--- src/core/csms_consts.svh ---
/*
 constants of the channel switch mode select block: register addresses,
 field positions, reset values and mode codes.
 assumes inclusion by bare name from the package and the design.
*/
// Function
// - fast enable low means channels off, standby
// - fast mode 00 quad, 01 dual, 10 single
// - fast mode write of 11 keeps old mode
// - quad uses low two bits, whole source
// - dual picks channel pair, even low lanes
// - single picks one of sixteen channels
// - slow enable low connects no slow input
// - slow mode 00 quad, 01 dual, 10 single
// - slow mode write of 11 keeps old mode
// - slow quad connects whole source to common
// - slow dual low codes route An and Cn
// - slow single picks one of sixteen lines
`ifndef CSMS_CONSTS_SVH
`define CSMS_CONSTS_SVH
`define CSMS_ADDR_FAST   8'h00
`define CSMS_ADDR_SLOW   8'h01
`define CSMS_RESET_VAL   7'h40
`define CSMS_EN_BIT      6
`define CSMS_MODE_HI     5
`define CSMS_MODE_LO     4
`define CSMS_PICK_HI     3
`define CSMS_PICK_LO     0
`define CSMS_MODE_QUAD   2'h0
`define CSMS_MODE_DUAL   2'h1
`define CSMS_MODE_SINGLE 2'h2
`define CSMS_MODE_BAD    2'h3
`define CSMS_ONE_HOT     16'h0001
`define CSMS_ZERO16      16'h0000
`define CSMS_ZERO8       8'h00
`endif

--- src/core/csms_pkg.sv ---
/*
 types of the channel switch mode select block.
 assumes csms_consts.svh is reachable on the include path.
*/
`include "csms_consts.svh"
package csms_pkg;
	typedef struct packed {
		logic       on;
		logic [1:0] mode;
		logic [3:0] pick;
	} csms_route_s;
	typedef struct packed {
		logic        rst_meta;
		logic        rst_sync;
		csms_route_s fast;
		csms_route_s slow;
		logic [7:0]  rd_data;
		logic [15:0] fast_lane0;
		logic [15:0] fast_lane1;
		logic [15:0] fast_lane2;
		logic [15:0] fast_lane3;
		logic [15:0] slow_line0;
		logic [15:0] slow_line1;
		logic [15:0] slow_line2;
		logic [15:0] slow_line3;
	} csms_state_s;
endpackage

--- src/core/csms_top.sv ---
/*
 register pair and route decode of the channel switch mode select block.
 assumes a serial control front end, on clk, gives byte write and read
 strobes with an 8-bit register address.  each select output is a 16-bit
 one-hot vector over sources A0..D3 (bit 4*letter+number); all zero means
 the lane or common line is disconnected.
*/
`timescale 1ns/1ps
`include "csms_consts.svh"
module csms_top
	import csms_pkg::*;
(
	input  wire logic        clk,
	input  wire logic        reset_n,
	input  wire logic        wr_en,
	input  wire logic        rd_en,
	input  wire logic [7:0]  addr,
	input  wire logic [7:0]  wr_data,
	output logic      [7:0]  rd_data,
	output logic             fast_path_on,
	output logic      [15:0] fast_lane0_sel,
	output logic      [15:0] fast_lane1_sel,
	output logic      [15:0] fast_lane2_sel,
	output logic      [15:0] fast_lane3_sel,
	output logic      [15:0] slow_common_port0,
	output logic      [15:0] slow_common_port1,
	output logic      [15:0] slow_common_port2,
	output logic      [15:0] slow_common_port3
);

////////////////////////////////////////////////////////////////////////////
// helpers

function automatic csms_route_s csms_write(csms_route_s old,
		logic [7:0] d);
	csms_route_s r;
	r.on   = d[`CSMS_EN_BIT];
	r.pick = d[`CSMS_PICK_HI:`CSMS_PICK_LO];
	if (d[`CSMS_MODE_HI:`CSMS_MODE_LO] == `CSMS_MODE_BAD) begin
		r.mode = old.mode;
	end else begin
		r.mode = d[`CSMS_MODE_HI:`CSMS_MODE_LO];
	end
	return r;
endfunction

function automatic logic [15:0] csms_hot(logic [1:0] letter,
		logic [1:0] num);
	return `CSMS_ONE_HOT << {letter, num};
endfunction

////////////////////////////////////////////////////////////////////////////
// state

csms_state_s st_r;
csms_state_s st_nxt;
logic        rst_n_int;

assign rst_n_int = st_r.rst_sync;

// one register process; the release synchroniser lives in the state too
always_ff @(posedge clk or negedge reset_n) begin
	if (!reset_n) begin
		st_r.rst_meta   <= 1'b0;
		st_r.rst_sync   <= 1'b0;
		st_r.fast       <= `CSMS_RESET_VAL;
		st_r.slow       <= `CSMS_RESET_VAL;
		st_r.rd_data    <= `CSMS_ZERO8;
		st_r.fast_lane0 <= `CSMS_ZERO16;
		st_r.fast_lane1 <= `CSMS_ZERO16;
		st_r.fast_lane2 <= `CSMS_ZERO16;
		st_r.fast_lane3 <= `CSMS_ZERO16;
		st_r.slow_line0 <= `CSMS_ZERO16;
		st_r.slow_line1 <= `CSMS_ZERO16;
		st_r.slow_line2 <= `CSMS_ZERO16;
		st_r.slow_line3 <= `CSMS_ZERO16;
	end else begin
		st_r.rst_meta   <= st_nxt.rst_meta;
		st_r.rst_sync   <= st_nxt.rst_sync;
		st_r.fast       <= st_nxt.fast;
		st_r.slow       <= st_nxt.slow;
		st_r.rd_data    <= st_nxt.rd_data;
		st_r.fast_lane0 <= st_nxt.fast_lane0;
		st_r.fast_lane1 <= st_nxt.fast_lane1;
		st_r.fast_lane2 <= st_nxt.fast_lane2;
		st_r.fast_lane3 <= st_nxt.fast_lane3;
		st_r.slow_line0 <= st_nxt.slow_line0;
		st_r.slow_line1 <= st_nxt.slow_line1;
		st_r.slow_line2 <= st_nxt.slow_line2;
		st_r.slow_line3 <= st_nxt.slow_line3;
	end
end

////////////////////////////////////////////////////////////////////////////
// register access and decode

always_comb begin
	logic [1:0] lt;
	logic [1:0] nm;
	lt = 2'h0;
	nm = 2'h0;
	st_nxt = st_r;
	st_nxt.rst_meta = 1'b1;
	st_nxt.rst_sync = st_r.rst_meta;
	// register writes; a write leaves the other register untouched
	if (wr_en && addr == `CSMS_ADDR_FAST) begin
		st_nxt.fast = csms_write(st_r.fast, wr_data);
	end
	if (wr_en && addr == `CSMS_ADDR_SLOW) begin
		st_nxt.slow = csms_write(st_r.slow, wr_data);
	end
	// reads; unmapped addresses read zero
	if (rd_en) begin
		case (addr)
		`CSMS_ADDR_FAST: st_nxt.rd_data = {1'b0, st_r.fast};
		`CSMS_ADDR_SLOW: st_nxt.rd_data = {1'b0, st_r.slow};
		default:         st_nxt.rd_data = `CSMS_ZERO8;
		endcase
	end
	// fast path decode from stored fields
	st_nxt.fast_lane0 = `CSMS_ZERO16;
	st_nxt.fast_lane1 = `CSMS_ZERO16;
	st_nxt.fast_lane2 = `CSMS_ZERO16;
	st_nxt.fast_lane3 = `CSMS_ZERO16;
	if (st_r.fast.on) begin
		case (st_r.fast.mode)
		`CSMS_MODE_QUAD: begin
			lt = st_r.fast.pick[1:0];
			st_nxt.fast_lane0 = csms_hot(lt, 2'h0);
			st_nxt.fast_lane1 = csms_hot(lt, 2'h1);
			st_nxt.fast_lane2 = csms_hot(lt, 2'h2);
			st_nxt.fast_lane3 = csms_hot(lt, 2'h3);
		end
		`CSMS_MODE_DUAL: begin
			lt = st_r.fast.pick[2:1];
			nm = {st_r.fast.pick[0], 1'b0};
			st_nxt.fast_lane0 = csms_hot(lt, nm);
			st_nxt.fast_lane1 = csms_hot(lt, nm);
			st_nxt.fast_lane2 = csms_hot(lt, nm | 2'h1);
			st_nxt.fast_lane3 = csms_hot(lt, nm | 2'h1);
		end
		`CSMS_MODE_SINGLE: begin
			lt = st_r.fast.pick[3:2];
			nm = st_r.fast.pick[1:0];
			st_nxt.fast_lane0 = csms_hot(lt, nm);
			st_nxt.fast_lane1 = csms_hot(lt, nm);
			st_nxt.fast_lane2 = csms_hot(lt, nm);
			st_nxt.fast_lane3 = csms_hot(lt, nm);
		end
		default: begin
			st_nxt.fast_lane0 = `CSMS_ZERO16;
		end
		endcase
	end
	// slow path decode from stored fields
	st_nxt.slow_line0 = `CSMS_ZERO16;
	st_nxt.slow_line1 = `CSMS_ZERO16;
	st_nxt.slow_line2 = `CSMS_ZERO16;
	st_nxt.slow_line3 = `CSMS_ZERO16;
	if (st_r.slow.on) begin
		case (st_r.slow.mode)
		`CSMS_MODE_QUAD: begin
			lt = st_r.slow.pick[1:0];
			st_nxt.slow_line0 = csms_hot(lt, 2'h0);
			st_nxt.slow_line1 = csms_hot(lt, 2'h1);
			st_nxt.slow_line2 = csms_hot(lt, 2'h2);
			st_nxt.slow_line3 = csms_hot(lt, 2'h3);
		end
		`CSMS_MODE_DUAL: begin
			// low codes A and C, high codes B and D
			lt = {1'b0, st_r.slow.pick[2]};
			nm = st_r.slow.pick[1:0];
			st_nxt.slow_line0 = csms_hot(lt, nm);
			st_nxt.slow_line1 = csms_hot(lt, nm);
			st_nxt.slow_line2 = csms_hot(lt | 2'h2, nm);
			st_nxt.slow_line3 = csms_hot(lt | 2'h2, nm);
		end
		`CSMS_MODE_SINGLE: begin
			lt = st_r.slow.pick[3:2];
			nm = st_r.slow.pick[1:0];
			st_nxt.slow_line0 = csms_hot(lt, nm);
			st_nxt.slow_line1 = csms_hot(lt, nm);
			st_nxt.slow_line2 = csms_hot(lt, nm);
			st_nxt.slow_line3 = csms_hot(lt, nm);
		end
		default: begin
			st_nxt.slow_line0 = `CSMS_ZERO16;
		end
		endcase
	end

	// hold all but the synchroniser at reset until the synced release
	if (!rst_n_int) begin
		st_nxt.fast       = `CSMS_RESET_VAL;
		st_nxt.slow       = `CSMS_RESET_VAL;
		st_nxt.rd_data    = `CSMS_ZERO8;
		st_nxt.fast_lane0 = `CSMS_ZERO16;
		st_nxt.fast_lane1 = `CSMS_ZERO16;
		st_nxt.fast_lane2 = `CSMS_ZERO16;
		st_nxt.fast_lane3 = `CSMS_ZERO16;
		st_nxt.slow_line0 = `CSMS_ZERO16;
		st_nxt.slow_line1 = `CSMS_ZERO16;
		st_nxt.slow_line2 = `CSMS_ZERO16;
		st_nxt.slow_line3 = `CSMS_ZERO16;
	end
end

////////////////////////////////////////////////////////////////////////////
// outputs

assign rd_data           = st_r.rd_data;
assign fast_path_on      = st_r.fast.on;
assign fast_lane0_sel    = st_r.fast_lane0;
assign fast_lane1_sel    = st_r.fast_lane1;
assign fast_lane2_sel    = st_r.fast_lane2;
assign fast_lane3_sel    = st_r.fast_lane3;
assign slow_common_port0 = st_r.slow_line0;
assign slow_common_port1 = st_r.slow_line1;
assign slow_common_port2 = st_r.slow_line2;
assign slow_common_port3 = st_r.slow_line3;

endmodule

--- config.mk ---
export PLATFORM = sky130hd
export DESIGN_NAME = csms_top
export DESIGN_NICKNAME = d
export VERILOG_FILES = /design/src/core/csms_pkg.sv /design/src/core/csms_top.sv
export VERILOG_INCLUDE_DIRS = /design/src /design/src/core
export SDC_FILE = /design/constraint.sdc
export NUM_CORES = 1
export LEC_CHECK = 0
export ABC_AREA = 1
export BUFFER_PORTS_ARGS = -buffer_cell sky130_fd_sc_hd__buf_4
export CAP_MARGIN = 25
export CORE_MARGIN = 4
export CORE_UTILIZATION = 30
export DETAILED_ROUTE_END_ITERATION = 12
export PLACE_DENSITY_LB_ADDON = 0.15
export SETUP_SLACK_MARGIN = 0.05
export SLEW_MARGIN = 20
export SYNTH_ARGS = -nofsm -noshare
export SYNTH_HDL_FRONTEND = slang
export SYNTH_SLANG_ARGS = --single-unit
--- constraint.sdc ---
create_clock -name clk -period 1.6 [get_ports clk]
set_clock_uncertainty 0.05 [all_clocks]
set_input_delay 0.24 -clock clk [delete_from_list [all_inputs] [get_ports clk]]
set_output_delay 0.24 -clock clk [all_outputs]
set_load 0.03 [all_outputs]
==> flow_summary.yaml, run 1 <==
run_status:
  status: "finished clean"
cts:
  cts_max_path_buffers: 2
  clk_latency_ns: 0.41
  cts_tree: "built"
  cts-buffers-inserted: 17
  path_clk_slew_ns: 0.05
  htreeDepth: 4
  cts_root_buffer: "clkbuf_16"
  clock-sinks: 119
place:
  io_buffers: 154
  gp_congestion: 0.853
  dp_hpwl_mm: 9.93
cells_and_area:
  drive_gt1_frac: 0.358
  fin_util: 0.369
  fin_nets: 673
  num_antenna_cells: 0
  area_delta_synth_final_pct: 19.5
global_routing:
  grt_pass1_vias: 3765
  antenna_found_initial: 0
  grt_pass1_wl_mm: 20.2
  grt_max_degree: 63
  grt_usage: 0.127
  gr-total-overflow: 0
pwr:
  power_frac_comb: 0.077
  powerDensity_nw_per_um2: 1100
  p_int_mw: 5.66
  leakage_nw: 3.69
  swShare: 0.231
  irDropWorstVdd_mv: 0.786
  sequentialPowerShare: 0.424
  clkPwrFrac: 0.499
  p_sw_mw: 1.70
timing:
  finalSetupViolCount: 0
  slew_violations: 0
  fmax_mhz: 678
  hold_viol: 0
  tns_ns: 0
  min_period_ns: 1.47
  final.period_utilization: 0.922
  grt_setup_unrepaired: "true"
route:
  drt_iter0_markers: 205
  drc: 0
  wl_met2_mm: 5.88
  vias: 3736
  ant_nets: 0
  wl_mm: 12.8
  routedLengthMet1_mm: 5.98
  drt_first_pass_iters: 4
  via_per_inst: 4.18
  wl_per_cell_um: 14.3
  top_layer: "met4"
  wl_met3_um: 753
setup_path:
  crit_start: "fast_path_on$_DFFE_PN1P_"
  crit_family: "flip-flops"
  worstPathCellList: "nand2_2 -> inv_1 -> nand4_1 -> o21ai_0"
  crit_required_ns: 1.88
  reg2reg_to: "fast_lane3_sel[15]$_DFF_PN0_"
  cpPeakStageDelay_ns: 0.56
  cp-end-kind: "flop"
  worstSetupPathType: "reg -> reg"
  startpoint_type: "flop"
  arrival_ns: 1.75
  r2r_slack_ns: 0.13
  worstPathMaxFanout: 7
  crit_buf_inv: 1
  cp_slowest_cell: "dfstp_2"
  reg2reg_depth: 4
  reg2reg_from: "fast_path_on$_DFFE_PN1P_"
yosys:
  yosysSeqAreaShare: 0.532
  synthArstFlopShare: 1.00
  synthTopCellsByCount: "buf_4, nand2_1, dfrtp_1"
  synth_edf_count: 0
  ys_warn_count: 0
  synth_area_um2: 5610
  synth.top_cells.by_area: "dfrtp_1, buf_4, nand2_1, nor2_1, inv_1"
  syn-num-nets: 630
  avgSynthCellArea_um2: 9.19
  synthMostInstantiatedCell: "buf_4"
  synth.top_cell.area_share: 0.522
  yosysTopAreaCell: "dfrtp_1"
  syn_inst: 610
  ys_types: 24
  ys.flop_type: "dfrtp_1"
  synth-seq-cells: 119
floorplan:
  core_area_um2: 18100
  ios: 157
  die_h_um: 145
  dieWidth_um: 145
  fp-row-count: 49
  die_area_um2: 20900
  initial_core_util: 0.309
min_path:
  hold_start: "wr_data[6]"
  hold_path.class: "in -> reg"
  whs_path_depth: 3
  holdPathEnd: "st_r[142]$_DFFE_PN1P_"
run:
  max-cap-violations: 0
routing by layer:
metal	global-route usage	up-vias
li1	-	1833
met1	0.179	1770
met2	0.181	119
met3	0.0352	14
met4	0.0574	0
met5	0	-
layout by cell type, fill, tap and decap left out, drive strengths merged, types with 5 or more instances in the layout:
| cell type | n |
|---|---|
| clkbuf | 20 |
| nand2 | 120 |
| dfrtp | 117 |
| nor2 | 68 |
| o21ai | 39 |
| clkinv | 6 |
| buf | 170 |
| nand3 | 12 |
| nor4 | 7 |
| o211ai | 5 |
| nand4 | 5 |
| a21oi | 21 |
| inv | 61 |
worst max-delay path by stage:
stage	endpoint	cells past startpoint
2_1_floorplan	fast_lane0_sel[8]$_DFF_PN0_	4
4_1_cts	fast_lane0_sel[0]$_DFF_PN0_	4
3_5_place_dp	slow_common_port2[14]$_DFF_PN0_	4
3_3_place_gp	st_r[148]$_DFFE_PN0P_	9
5_1_grt	slow_common_port0[4]$_DFF_PN0_	5
6_report	fast_lane3_sel[15]$_DFF_PN0_	4
area by class of cell:
cell class	instances	area, µm²
clock buffer	20	437
tap	229	287
timing repair buffer	171	1310
clock inverter	10	131
inverter	61	229
sequential	119	2980
multi-input combinational	283	1320
fill	1888	11400
power by group through the flow:
stage / sequential [mW] / clock [mW] / combinational [mW]
2_1_floorplan: 3.16 / 0 / 0.364
3_3_place_gp: 3.17 / 0 / 0.564
3_5_place_dp: 3.17 / 0 / 0.569
4_1_cts: 3.12 / 3.77 / 0.573
5_1_grt: 3.13 / 3.91 / 0.632
6_report: 3.12 / 3.67 / 0.563
worst min-delay path, stage by stage:
cell and delay [ns]:
buf_4 0.11, inv_1 0.06, o211ai_1 0.09
cells by family after synthesis:
kind of cell | Yosys count | share of synthesized area
compound gates | 65 | 0.0603
simple gates | 216 | 0.173
buf+inv | 208 | 0.233
other cells | 2 | 0.00134
flops | 119 | 0.532
metrics by stage:
stage	hold slack [ns]	area, µm²	power, mW	cells	setup WS (ns)
floorplan	-0.106	5610	3.53	610	0.268
global placement	0.228	6110	3.74	862	0.188
detailed placement	0.230	6110	3.74	862	0.139
CTS	0.0395	6690	7.47	893	0.103
global route	0.0672	6700	7.67	893	0.0254
finish	0.0574	6700	7.36	893	0.125
timing repair:
item,CTS,global route
gates resized for setup,0,3
endpoints found under the hold margin,117,0
hold buffers,1,0
setup endpoints to repair,0,18
setup buffers,0,0
state kept, by name (all words and copies together) (netlist names):
signal             count
fast_lane3_sel        16
slow_common_port3     16
fast_lane1_sel        15
slow_common_port1     15
st_r                  13
fast_lane0_sel         9
slow_common_port0      9
fast_lane2_sel         8
slow_common_port2      8
rd_data                7
fast_path_on           1
rst_n_int              1
st_nxt                 1
Note: power is estimated with default switching activity, not from simulation.
==> run 2, diff against run 1 <==
--- a/config.mk
+++ b/config.mk
@@ -8,7 +8,6 @@
 export LEC_CHECK = 0
 export ABC_AREA = 1
 export BUFFER_PORTS_ARGS = -buffer_cell sky130_fd_sc_hd__buf_4
-export CAP_MARGIN = 25
 export CORE_MARGIN = 4
 export CORE_UTILIZATION = 30
 export DETAILED_ROUTE_END_ITERATION = 12
==> constraint.sdc (replaced) <==
create_clock -name clk -period 1.41 [get_ports clk]
set_clock_uncertainty 0.05 [all_clocks]
set_input_delay 0.2115 -clock clk [delete_from_list [all_inputs] [get_ports clk]]
set_output_delay 0.2115 -clock clk [all_outputs]
set_load 0.03 [all_outputs]
==> flow_summary.yaml, run 2 (synthesis gave the netlist of run 1 again) <==
run_status:
  status: "complete, but fails checks"
  violations: "negative setup slack"
cells_and_area:
  fillCellCount: 1843
  drive_gt1_frac: 0.440
  layout_common_cells: "buf_4, dfrtp_1, nand2_1"
  multi_input_area_um2: 1450
  area_delta_synth_final_pct: 26.7
  fin_nets: 693
  num_antenna_cells: 0
  regArea_um2: 2990
  mostFrequentLayoutCell: "buf_4"
timing:
  setup_ws_ns: -0.0238
  hold_viol: 0
  slew_violations: 0
  min_period_ns: 1.43
  grt_setup_unrepaired: "true"
  final.period_utilization: 1.02
  whs_ns: 0.0330
  fmax_mhz: 697
  tns_ns: -0.0238
  finalSetupViolCount: 1
global_routing:
  grt_usage: 0.129
  grt_max_degree: 52
  gr-total-overflow: 0
  grt_pass1_vias: 3931
  antenna_found_initial: 0
  grt_pass1_wl_mm: 20.5
route:
  via_per_inst: 4.21
  drt_first_pass_iters: 4
  vias: 3845
  wl_mm: 13.1
  wl_per_cell_um: 14.4
  ant_nets: 0
  drc: 0
  drt_iter0_markers: 204
place:
  gp_congestion: 0.810
  io_buffers: 154
  dp_hpwl_mm: 10.1
setup_path:
  cp-end-kind: "primary output"
  startpoint_type: "flop"
  worstSetupPathType: "reg -> out"
  worstPathMaxFanout: 2
  crit_required_ns: 1.15
  arrival_ns: 1.17
  reg2reg_depth: 6
cts:
  clock-sinks: 119
  cts_tree: "built"
  htreeDepth: 4
  cts-buffers-inserted: 17
  path_clk_slew_ns: 0.05
  cts_max_path_buffers: 2
  cts_root_buffer: "clkbuf_16"
  clk_latency_ns: 0.41
floorplan:
  ios: 157
  fp-row-count: 49
  core_area_um2: 18100
  initial_core_util: 0.309
  die_area_um2: 20900
  die_h_um: 145
  dieWidth_um: 145
pwr:
  leakage_nw: 3.83
  irDropWorstVdd_mv: 0.791
  powerDensity_nw_per_um2: 1230
run:
  max-cap-violations: 0
min_path:
  whs_path_depth: 3
  hold_path.class: "in -> reg"
==> run 2: area by class of cell <==
cell class	count	area share
inverters	61	0.0322
well taps	229	0.0403
flip-flops and latches	119	0.421
clock buffers	21	0.0648
multi-input cells	283	0.204
clock inverters	9	0.0211
repair buffers	191	0.217
==> run 2: final timing paths <==
path	start	end	slack, ns
min	wr_data[6]	st_r[142]$_DFFE_PN1P_	0.03
max reg2reg	st_r[142]$_DFFE_PN1P_	slow_common_port3[10]$_DFF_PN0_	0.09
max in group asynchronous	reset_n	st_r[142]$_DFFE_PN1P_	0.68
max	fast_path_on$_DFFE_PN1P_	fast_path_on	-0.02
min in group asynchronous	reset_n	rd_data[1]$_DFFE_PN0P_	0.11
min reg2reg	st_nxt[150]$_DFF_PN0_	rst_n_int$_DFF_PN0_	0.30
==> run 2: worst max-delay path, cell delays in order, from the launching register on <==
cell	delay, ns
dfstp_2	0.54
buf_6	0.10
buf_6	0.12
==> run 2: per-layer routing <==
layer  wire length, µm  GRT usage  vias up  share of wire
li1                  -          -     1887              -
met1              6020      0.175     1829           0.46
met2              6110      0.193      113           0.47
met3               773     0.0361       16          0.059
met4               219     0.0579        0          0.017
met5                 0          0        -              0
==> run 2: timing repair <==
action,4_1_cts,5_1_grt
setup endpoints to repair,8,85
gates cloned,1,0
gates resized for setup,4,53
endpoints found under the hold margin,117,0
setup buffers,3,3
hold buffers,1,0
pin swaps,2,4
==> run 2: report_power, final <==
| part | switching [mW] | internal [mW] | total [mW] |
|---|---|---|---|
| sequential | 0.0508 | 3.49 | 3.54 |
| combinational | 0.487 | 0.277 | 0.764 |
| clock | 1.43 | 3.01 | 4.44 |
==> run 2: metrics by stage <==
step                      power, mW   util  area [µm²]  instances  worst slack, ns
final                          8.75  0.391        7100        913          -0.0238
after global routing           9.14  0.391        7100        913          -0.0579
after CTS                      8.84  0.382        6930        910          -0.0504
after detailed placement       4.29  0.344        6240        875           0.0439
after global placement         4.28  0.344        6240        875           0.0583
after floorplan                4.00      -        5610        610           0.0779
